[config.mk]
export PLATFORM = sky130hd
export DESIGN_NAME = converter_analog_trim_regs
export DESIGN_NICKNAME = d
export VERILOG_FILES = /design/src/hdl/converter_analog_trim_regs.v
export VERILOG_INCLUDE_DIRS = /design/src /design/src/common
export SDC_FILE = /design/constraint.sdc
export NUM_CORES = 1
export LEC_CHECK = 0
export BUFFER_PORTS_ARGS = -buffer_cell sky130_fd_sc_hd__buf_2
export CAP_MARGIN = 20
export CORE_UTILIZATION = 35
export CTS_CLUSTER_SIZE = 30
export DETAILED_ROUTE_END_ITERATION = 6
export PLACE_DENSITY = 0.63
export RECOVER_POWER = 50
export SETUP_SLACK_MARGIN = 0.5
export SLEW_MARGIN = 20
export SYNTH_ARGS = -nofsm -noshare
export SYNTH_HDL_FRONTEND = slang
export SYNTH_SLANG_ARGS = --single-unit
[constraint.sdc]
create_clock -name sys_clk -period 2.3 [get_ports sys_clk]
set_input_delay 0.345 -clock sys_clk [delete_from_list [all_inputs] [get_ports sys_clk]]
set_output_delay 0.345 -clock sys_clk [all_outputs]
set_load 0.005 [all_outputs]
[src/common/trim_regs_map.vh]
// register offsets, field positions and reset values of the converter trim registers
`ifndef TRIM_REGS_MAP_VH
`define TRIM_REGS_MAP_VH

// printed offsets are register indices; byte address is four times the index
`define IDX_EDGE_POSITION      8'h2C
`define IDX_FULLSCALE_A        8'h30
`define IDX_FULLSCALE_B        8'h32
`define IDX_REFERENCE_CTRL     8'h38
`define IDX_STAMP_CTRL         8'h3B
`define IDX_EMPHASIS_CTRL      8'h48
`define IDX_EDGE_CTRL          8'h2D

// reset values
`define RST_FULLSCALE          16'hA000
`define RST_BYTE               8'h00
`define RST_EDGE_POSITION      24'h000000

// field positions
`define BIT_REFERENCE_BYPASS   0
`define BIT_STAMP_RECEIVER_ON  0
`define BIT_STAMP_PECL_MODE    1
`define BIT_EMPHASIS_EXTRA     3
`define BIT_EDGE_VALID         0
`define BIT_EDGE_MEASURE       0

// field widths
`define W_EDGE_POSITION        24
`define W_FULLSCALE            16
`define W_EMPHASIS_LEVEL       3

`endif

[src/hdl/converter_analog_trim_regs.v]
// apb register bank holding converter analog trim and alignment status
//
// The APB interface to the registers was left to the implementer.
`include "trim_regs_map.vh"
`timescale 1ns/1ps
`default_nettype none

module converter_analog_trim_regs #(
  parameter LANES = 16
) (
  // clock and reset
  input  wire                     sys_clk,
  input  wire                     rst,
  // apb slave
  input  wire                     psel,
  input  wire                     penable,
  input  wire                     pwrite,
  input  wire [11:0]              paddr,
  input  wire [31:0]              pwdata,
  input  wire [3:0]               pstrb,
  output wire                     pready,
  output reg  [31:0]              prdata,
  output wire                     pslverr,
  // edge position measurement from the alignment detector
  input  wire [23:0]              edge_measure,
  input  wire                     edge_measure_done,
  // analog trim outputs
  output wire [15:0]              fullscale_code_a,
  output wire [15:0]              fullscale_code_b,
  output wire                     reference_bypass,
  output wire                     stamp_receiver_on,
  output wire                     stamp_pecl_mode,
  output wire [3*LANES-1:0]       lane_emphasis_level,
  output wire [LANES-1:0]         lane_emphasis_extra
);

  // register storage
  reg  [15:0]                     fs_a_reg;
  reg  [15:0]                     fs_b_reg;
  reg  [7:0]                      ref_ctrl_reg;
  reg  [7:0]                      stamp_ctrl_reg;
  reg  [7:0]                      emph_ctrl_reg;
  reg  [23:0]                     edge_pos_reg;
  reg                             edge_valid_reg;
  reg                             measure_arm_reg;
  reg  [23:0]                     edge_meas_s1_reg;
  reg  [23:0]                     edge_meas_s2_reg;
  reg                             done_s1_reg;
  reg                             done_s2_reg;
  reg                             done_s3_reg;
  reg  [31:0]                     rdata_next;
  reg                             hit_next;

  wire [9:0]                      word_index;
  wire                            aligned;
  wire                            access;
  wire                            wr;
  wire                            done_rise;

  // address decode: index is the byte address over four
  assign word_index = paddr[11:2];
  assign aligned    = (paddr[1:0] == 2'b00);
  assign access     = psel & penable;
  assign wr         = access & pwrite & aligned & ~pslverr;

  // zero wait state slave
  assign pready  = 1'b1;
  assign pslverr = access & (~aligned | ~hit_next);

  // synchronise the detector outputs (foreign domain)
  always @(posedge sys_clk)
  begin
    if (rst)
    begin
      edge_meas_s1_reg <= `RST_EDGE_POSITION;
      edge_meas_s2_reg <= `RST_EDGE_POSITION;
      done_s1_reg      <= 1'b0;
      done_s2_reg      <= 1'b0;
      done_s3_reg      <= 1'b0;
    end
    else
    begin
      edge_meas_s1_reg <= edge_measure;
      edge_meas_s2_reg <= edge_meas_s1_reg;
      done_s1_reg      <= edge_measure_done;
      done_s2_reg      <= done_s1_reg;
      done_s3_reg      <= done_s2_reg;
    end
  end

  assign done_rise = done_s2_reg & ~done_s3_reg;

  // capture of the measured edge position
  always @(posedge sys_clk)
  begin
    if (rst)
    begin
      edge_pos_reg    <= `RST_EDGE_POSITION;
      edge_valid_reg  <= 1'b0;
      measure_arm_reg <= 1'b1;
    end
    else
    begin
      if (done_rise & measure_arm_reg)
      begin
        edge_pos_reg    <= edge_meas_s2_reg;
        edge_valid_reg  <= 1'b1;
        measure_arm_reg <= 1'b0; // one capture per arm
      end
      // rearm clears valid, new capture wins
      else if (wr && word_index == {2'b00, `IDX_EDGE_CTRL} && pstrb[0]
               && pwdata[`BIT_EDGE_MEASURE])
        edge_valid_reg <= 1'b0;
      if (wr && word_index == {2'b00, `IDX_EDGE_CTRL} && pstrb[0])
        measure_arm_reg <= pwdata[`BIT_EDGE_MEASURE] | ~edge_valid_reg;
    end
  end

  // writable configuration registers
  always @(posedge sys_clk)
  begin
    if (rst)
    begin
      fs_a_reg       <= `RST_FULLSCALE;
      fs_b_reg       <= `RST_FULLSCALE;
      ref_ctrl_reg   <= `RST_BYTE;
      stamp_ctrl_reg <= `RST_BYTE;
      emph_ctrl_reg  <= `RST_BYTE;
    end
    else if (wr)
    begin
      case (word_index)
        {2'b00, `IDX_FULLSCALE_A}:
        begin
          if (pstrb[0])
            fs_a_reg[7:0] <= pwdata[7:0];
          if (pstrb[1])
            fs_a_reg[15:8] <= pwdata[15:8];
        end
        {2'b00, `IDX_FULLSCALE_B}:
        begin
          if (pstrb[0])
            fs_b_reg[7:0] <= pwdata[7:0];
          if (pstrb[1])
            fs_b_reg[15:8] <= pwdata[15:8];
        end
        {2'b00, `IDX_REFERENCE_CTRL}:
        begin
          if (pstrb[0])
            ref_ctrl_reg <= {7'h00, pwdata[0]};
        end
        {2'b00, `IDX_STAMP_CTRL}:
        begin
          if (pstrb[0])
            stamp_ctrl_reg <= {6'h00, pwdata[1:0]};
        end
        {2'b00, `IDX_EMPHASIS_CTRL}:
        begin
          if (pstrb[0])
            emph_ctrl_reg <= {4'h0, pwdata[3:0]};
        end
        default:
        begin
          fs_a_reg <= fs_a_reg;
        end
      endcase
    end
  end

  // read mux and hit decode
  always @*
  begin
    rdata_next = 32'h00000000;
    hit_next   = 1'b1;
    case (word_index)
      {2'b00, `IDX_EDGE_POSITION}:  rdata_next = {8'h00, edge_pos_reg};
      {2'b00, `IDX_EDGE_CTRL}:      rdata_next = {31'h00000000, edge_valid_reg};
      {2'b00, `IDX_FULLSCALE_A}:    rdata_next = {16'h0000, fs_a_reg};
      {2'b00, `IDX_FULLSCALE_B}:    rdata_next = {16'h0000, fs_b_reg};
      {2'b00, `IDX_REFERENCE_CTRL}: rdata_next = {24'h000000, ref_ctrl_reg};
      {2'b00, `IDX_STAMP_CTRL}:     rdata_next = {24'h000000, stamp_ctrl_reg};
      {2'b00, `IDX_EMPHASIS_CTRL}:  rdata_next = {24'h000000, emph_ctrl_reg};
      default:                      hit_next   = 1'b0;
    endcase
  end

  // registered read data, updated at each read access
  always @(posedge sys_clk)
  begin
    if (rst)
      prdata <= 32'h00000000;
    else if (psel & ~penable & ~pwrite)
      prdata <= aligned ? rdata_next : 32'h00000000;
  end

  // full-scale codes to the input stages
  assign fullscale_code_a = fs_a_reg;
  assign fullscale_code_b = fs_b_reg;

  assign reference_bypass = ref_ctrl_reg[`BIT_REFERENCE_BYPASS];

  assign stamp_receiver_on = stamp_ctrl_reg[`BIT_STAMP_RECEIVER_ON];
  assign stamp_pecl_mode   = stamp_ctrl_reg[`BIT_STAMP_PECL_MODE];

  // one global emphasis setting fanned to every lane
  genvar g;
  generate
    for (g = 0; g < LANES; g = g + 1)
    begin : lane_fan
      assign lane_emphasis_level[3*g +: 3] = emph_ctrl_reg[2:0];
      assign lane_emphasis_extra[g] = emph_ctrl_reg[`BIT_EMPHASIS_EXTRA];
    end
  endgenerate

endmodule
`default_nettype wire

==> qor.yml, run 1 <==
ys.flop_type: "dfxtp_1"
grt_start_max_net_pins: 115
ys_top_cells_by_count: "dfxtp_1, nand2_1, buf_4, nor2b_1, nor2_1"
finalHoldViolCount: 0
fillers: 1557
path_clk_slew_ns: 0.06
route.detailed.drc: 0
core_area_um2: 15300
ant_nets: 0
ir_drop_mv: 0.488
grt-ovfl-total: 0
drt_pass1_iterations: 6
rsz0062_at_grt: "true"
yosysMostFrequentCell: "dfxtp_1"
relSlewSlack_pct: 18.3
regArea_um2: 2800
fin_worst_skew_ns: 0.00521
hold_ws_ns: 0.130
clock_tree.root_cell: "clkbuf_16"
numCtsBuffers: 17
power_density_nw_per_um2: 784
cp-end-kind: "primary output"
crit_type: "in -> out"
drt_iter0_drc: 349
worstSkewPairLatency_ns: 0.42
cp.required_ns: 1.96
fmax_mhz: 485
start_util_pct: 36.1
fp.dieArea_um2: 16300
max_cap_violations: 0
grt_usage_pct: 15.8
synthTopCellsByArea: "dfxtp_1, buf_4, nor2b_1"
drv_slew: 0
cts_setup_buffers: 0
fp.dieW_um: 128
path_max_fanout: 4
place_congestion: 0.790
nets: 781
tns_ns: 0
period_needed_ns: 2.06
syn_area_um2: 5540
cts_sinks: 140
fp.dieH_um: 128
worst_pin_slew_ns: 1.23
drt-total-wl_um: 12800
area_growth_pct: 22.9
async_reset_ff_share_pct: 0
setup_violations: 0
synth-seq-cells: 140
ioPinCount: 211
vias: 4228
ys_seq_area_share_pct: 50.6
cts_tree: "yes"
min_period_over_period_pct: 89.7
dp_cells: 895
synth_area_per_cell_um2: 9.64
multi_input_area_um2: 2110
drive_gt1_share_pct: 30.2
rows: 45
diodes: 0
start_kind: "input pin"
htree_levels: 4
synth_top_area_share_pct: 50.6
yosysTopAreaCell: "dfxtp_1"
grt_pass1_vias: 3711
grt_pass1_wl_um: 19700
synth_cells: 574
p_leak_nw: 2.83
viasPerCell: 4.56
status: "finished clean"
io_buffers: 183
dpl.hpwl_um: 9110
antenna_found_initial: 0
ctsHoldBuffers: 0
cts.path.max_buffers: 2
ys_warn_count: 0
wire_per_inst_um: 13.8
cp.arrival_ns: 1.72
synth-edff-count: 0
synth_cell_type_count: 50
instances_no_fill: 927
hp-class: "in -> reg"
-- what timing repair did --
action | in CTS | in global routing
pin swaps | 3 | 0
endpoints found under the setup margin | 1 | 1
gates resized for setup | 4 | 0
-- final timing paths --
| kind | slack, ns | end | start | cells past startpoint |
|---|---|---|---|---|
| worst min register to register | 0.43 | edge_pos_reg[22] | edge_meas_s2_reg[22] | 2 |
| worst min-delay path | 0.13 | edge_meas_s1_reg[7] | edge_measure[7] | 2 |
| worst max register to register | 0.89 | edge_pos_reg[8] | done_s3_reg | 4 |
| worst max-delay path | 0.24 | pslverr | paddr[4] | 6 |
-- through the flow --
stage	power (W)	instance area, um^2	utilization [%]	setup slack (ns)
2_1_floorplan	0.00266	5570	-	0.432
3_3_place_gp	0.00275	6260	40.9	0.182
3_5_place_dp	0.00275	6260	40.9	0.188
4_1_cts	0.00541	6860	44.8	0.235
5_1_grt	0.00552	6800	44.4	0.165
6_report	0.00533	6800	44.4	0.238
-- critical path, stage by stage --
cell      delay (ns)
buf_2           0.13
or4b_4          0.57
a211oi_2        0.18
a211oi_2        0.07
o311a_1         0.28
buf_2           0.13
-- logic make-up (layout without fill, tap and decap cells) --
kind of cell	Yosys count	count (layout)	share of synthesized area [%]
other	2	9	0.136
buffers and inverters	102	237	12.3
multiplexers	35	35	6.37
flip-flops	140	140	50.6
AO/OA/AOI/OAI	88	88	10.7
AND/OR/NAND/NOR	207	207	19.9
-- cells in the final DEF, fill, tap and decap left out, types with 2 or more instances in the layout --
cell          n
mux2i_1      33
nand3_1       5
inv_1         3
nor2_1       45
clkinv_4      2
buf_12        2
nor3_4        2
a221oi_1      3
clkbuf_1     36
nand3b_1      2
a22oi_1      11
o21ai_1      18
nor2_2        3
buf_2       151
nor2b_1      56
dfxtp_1     140
a222oi_1     13
nor4bb_1      2
clkbuf_16    17
a211o_1       4
nand2_1      71
mux2_2        2
conb_1        9
a32o_1        2
a21oi_1      31
bufinv_16     2
a211oi_2      2
nor4_4        2
and3_1        3
clkinvlp_4    3
buf_4        16
-- final cells by class --
| cell class | instances | share of cell area (%) |
|---|---|---|
| Clock buffer | 23 | 6.73 |
| Clock inverter | 9 | 1.67 |
| Tap cell | 211 | 3.88 |
| Timing Repair Buffer | 202 | 15.3 |
| Inverter | 3 | 0.166 |
| Multi-Input combinational cell | 339 | 31.0 |
| Sequential cell | 140 | 41.2 |
-- per-layer routing --
layer,track usage (%),share of wire [%]
met5,0,0
met4,7.75,2.4
met3,4.09,5.9
met2,24.9,45
met1,20.0,47
-- report_power, final --
group	internal, W	switching (W)
Combinational	0.0000845	0.000122
Clock	0.00163	0.00101
Sequential	0.00247	0.0000135
Total	0.00419	0.00114
(Power assumes the default switching activity.)
==> run 2: changes to the inputs <==
--- a/config.mk
+++ b/config.mk
@@ -9,9 +9,9 @@
 export BUFFER_PORTS_ARGS = -buffer_cell sky130_fd_sc_hd__buf_2
 export CAP_MARGIN = 20
 export CORE_UTILIZATION = 35
+export CTS_CLUSTER_DIAMETER = 120
 export CTS_CLUSTER_SIZE = 30
 export DETAILED_ROUTE_END_ITERATION = 6
-export PLACE_DENSITY = 0.63
 export RECOVER_POWER = 50
 export SETUP_SLACK_MARGIN = 0.5
 export SLEW_MARGIN = 20
==> qor.yml, run 2 (synthesis results as in run 1) <==
dp_slack_ns: 0.0974
ioPinCount: 211
layout_common_cells: "buf_2, dfxtp_1, nand2_1"
place_congestion: 0.802
diodes: 0
cts_tree: "yes"
antenna_found_initial: 0
p_leak_nw: 2.82
start_kind: "input pin"
drive_gt1_share_pct: 30.7
grt-ovfl-total: 0
min_period_over_period_pct: 90.6
status: "finished clean"
timing.rr.start: "measure_arm_reg"
grt_pass1_vias: 4012
worstSkewPairLatency_ns: 0.41
nets: 779
viasPerCell: 4.68
crit_type: "in -> out"
final_common_cell: "buf_2"
path_common_cell: "buf_2"
fmax_mhz: 480
regArea_um2: 2800
dp_cells: 892
max_cap_violations: 0
drv_slew: 0
cp_slowest_stage_delay_ns: 0.58
tns_ns: 0
fin_worst_skew_ns: 0.00887
fp.dieArea_um2: 16300
setup_violations: 0
cp-end-kind: "primary output"
period_needed_ns: 2.08
grt_usage_pct: 16.1
grt_start_max_net_pins: 125
start_util_pct: 36.1
cts_sinks: 140
clock_tree.root_cell: "clkbuf_16"
rsz0062_at_grt: "true"
total_power_w: 0.00523
rows: 45
route.detailed.drc: 0
instances_no_fill: 922
cp.arrival_ns: 1.74
holdPathStages: 2
crit_chain: "buf_2 -> or4b_4 -> o2bb2ai_2 -> a211oi_2 -> o311a_1 -> buf_2"
fillers: 1548
area_growth_pct: 21.9
crit_buf_inv: 2
drt-total-wl_um: 13200
slowest_stage: "or4b_4"
regToRegSetupSlack_ns: 0.95
cts.path.max_buffers: 2
grt_pass1_wl_um: 20400
htree_levels: 4
numCtsBuffers: 17
hp-class: "in -> reg"
drt_iter0_drc: 370
ir_drop_mv: 0.473
relSlewSlack_pct: 11.2
core_area_um2: 15300
drt_pass1_iterations: 7
multi_input_area_um2: 2110
power_density_nw_per_um2: 775
rr_endpoint: "edge_pos_reg[6]"
vias: 4315
io_buffers: 183
hp-start: "edge_measure[11]"
ant_nets: 0
path_max_fanout: 4
worst_pin_slew_ns: 1.33
hold_path_end: "edge_meas_s1_reg[11]"
stdcell_area_um2: 6750
fp.dieH_um: 128
path_clk_slew_ns: 0.05
finalHoldViolCount: 0
dpl.hpwl_um: 9460
wire_per_inst_um: 14.3
fp.dieW_um: 128
fin_ws_ns: 0.216
place_area_um2: 6210
worstRegToRegCells: 4
cp.required_ns: 1.96
crit_family: "simple AND/OR/NAND/NOR gates"
## run 2: changes by cell type in the layout (fill, tap and decap cells not counted)
cell,previous run,this run
inv_6,1,0
buf_12,2,0
clkinvlp_4,3,2
nor4bb_1,2,1
clkinv_4,2,1
nor4bb_2,0,1
bufinv_16,2,1
buf_2,151,154
clkbuf_1,36,30
clkbuf_8,1,4
clkinv_2,1,2
## run 2: timing repair
action | 4_1_cts | 5_1_grt
hold buffers | 0 | 0
hold endpoints to repair | 0 | 0
resized for setup | 4 | 1
setup endpoints to repair | 1 | 19
pin swaps | 2 | 0
buffers inserted | 0 | 1
## run 2: worst register-to-register path: cells and delay by family, from the launching register on
kind / cells / cell delay, ns
and+or+nand+nor: 2 / 0.48
DFF: 1 / 0.37
buffers and inverters: 1 / 0.28
AOI/OAI and AO/OA: 1 / 0.13
## run 2: where the power goes
group | internal [W] | switching (W)
clock | 0.00158 | 0.000958
combinational | 0.0000840 | 0.000123
sequential | 0.00247 | 0.0000142
total | 0.00414 | 0.00110
## run 2: routing by layer
metal / GRT usage (%) / up-vias / share of wire [%] / wire, um
met1: 19.7 / 2008 / 45 / 5940
met2: 26.6 / 172 / 47 / 6230
li1: - / 2119 / - / -
met5: 0 / - / 0 / 0
met3: 4.72 / 16 / 6.2 / 823
met4: 6.51 / 0 / 1.3 / 174
## run 2: how the worst max path moves through the flow
stage | start | to | depth (start not counted)
floorplan | paddr[6] | prdata[16] | 5
finish | paddr[4] | pslverr | 6
global route | paddr[4] | pslverr | 6
global placement | paddr[1] | emph_ctrl_reg[1] | 7
CTS | paddr[4] | pslverr | 6
detailed placement | paddr[1] | emph_ctrl_reg[3] | 7
## run 2: layout make-up
class | instances | share of cell area (%)
timing repair buffer | 200 | 14.9
clock inverter | 6 | 0.945
sequential | 140 | 41.5
tap | 211 | 3.91
clock buffer | 23 | 7.23
inverter | 3 | 0.167
multi-input combinational | 339 | 31.3
## run 2: metrics by stage
step,util (%),hold slack (ns)
global route,44.1,0.131
finish,44.1,0.145
CTS,44.3,0.125
floorplan,-,0.414
global placement,40.6,0.421
detailed placement,40.6,0.425
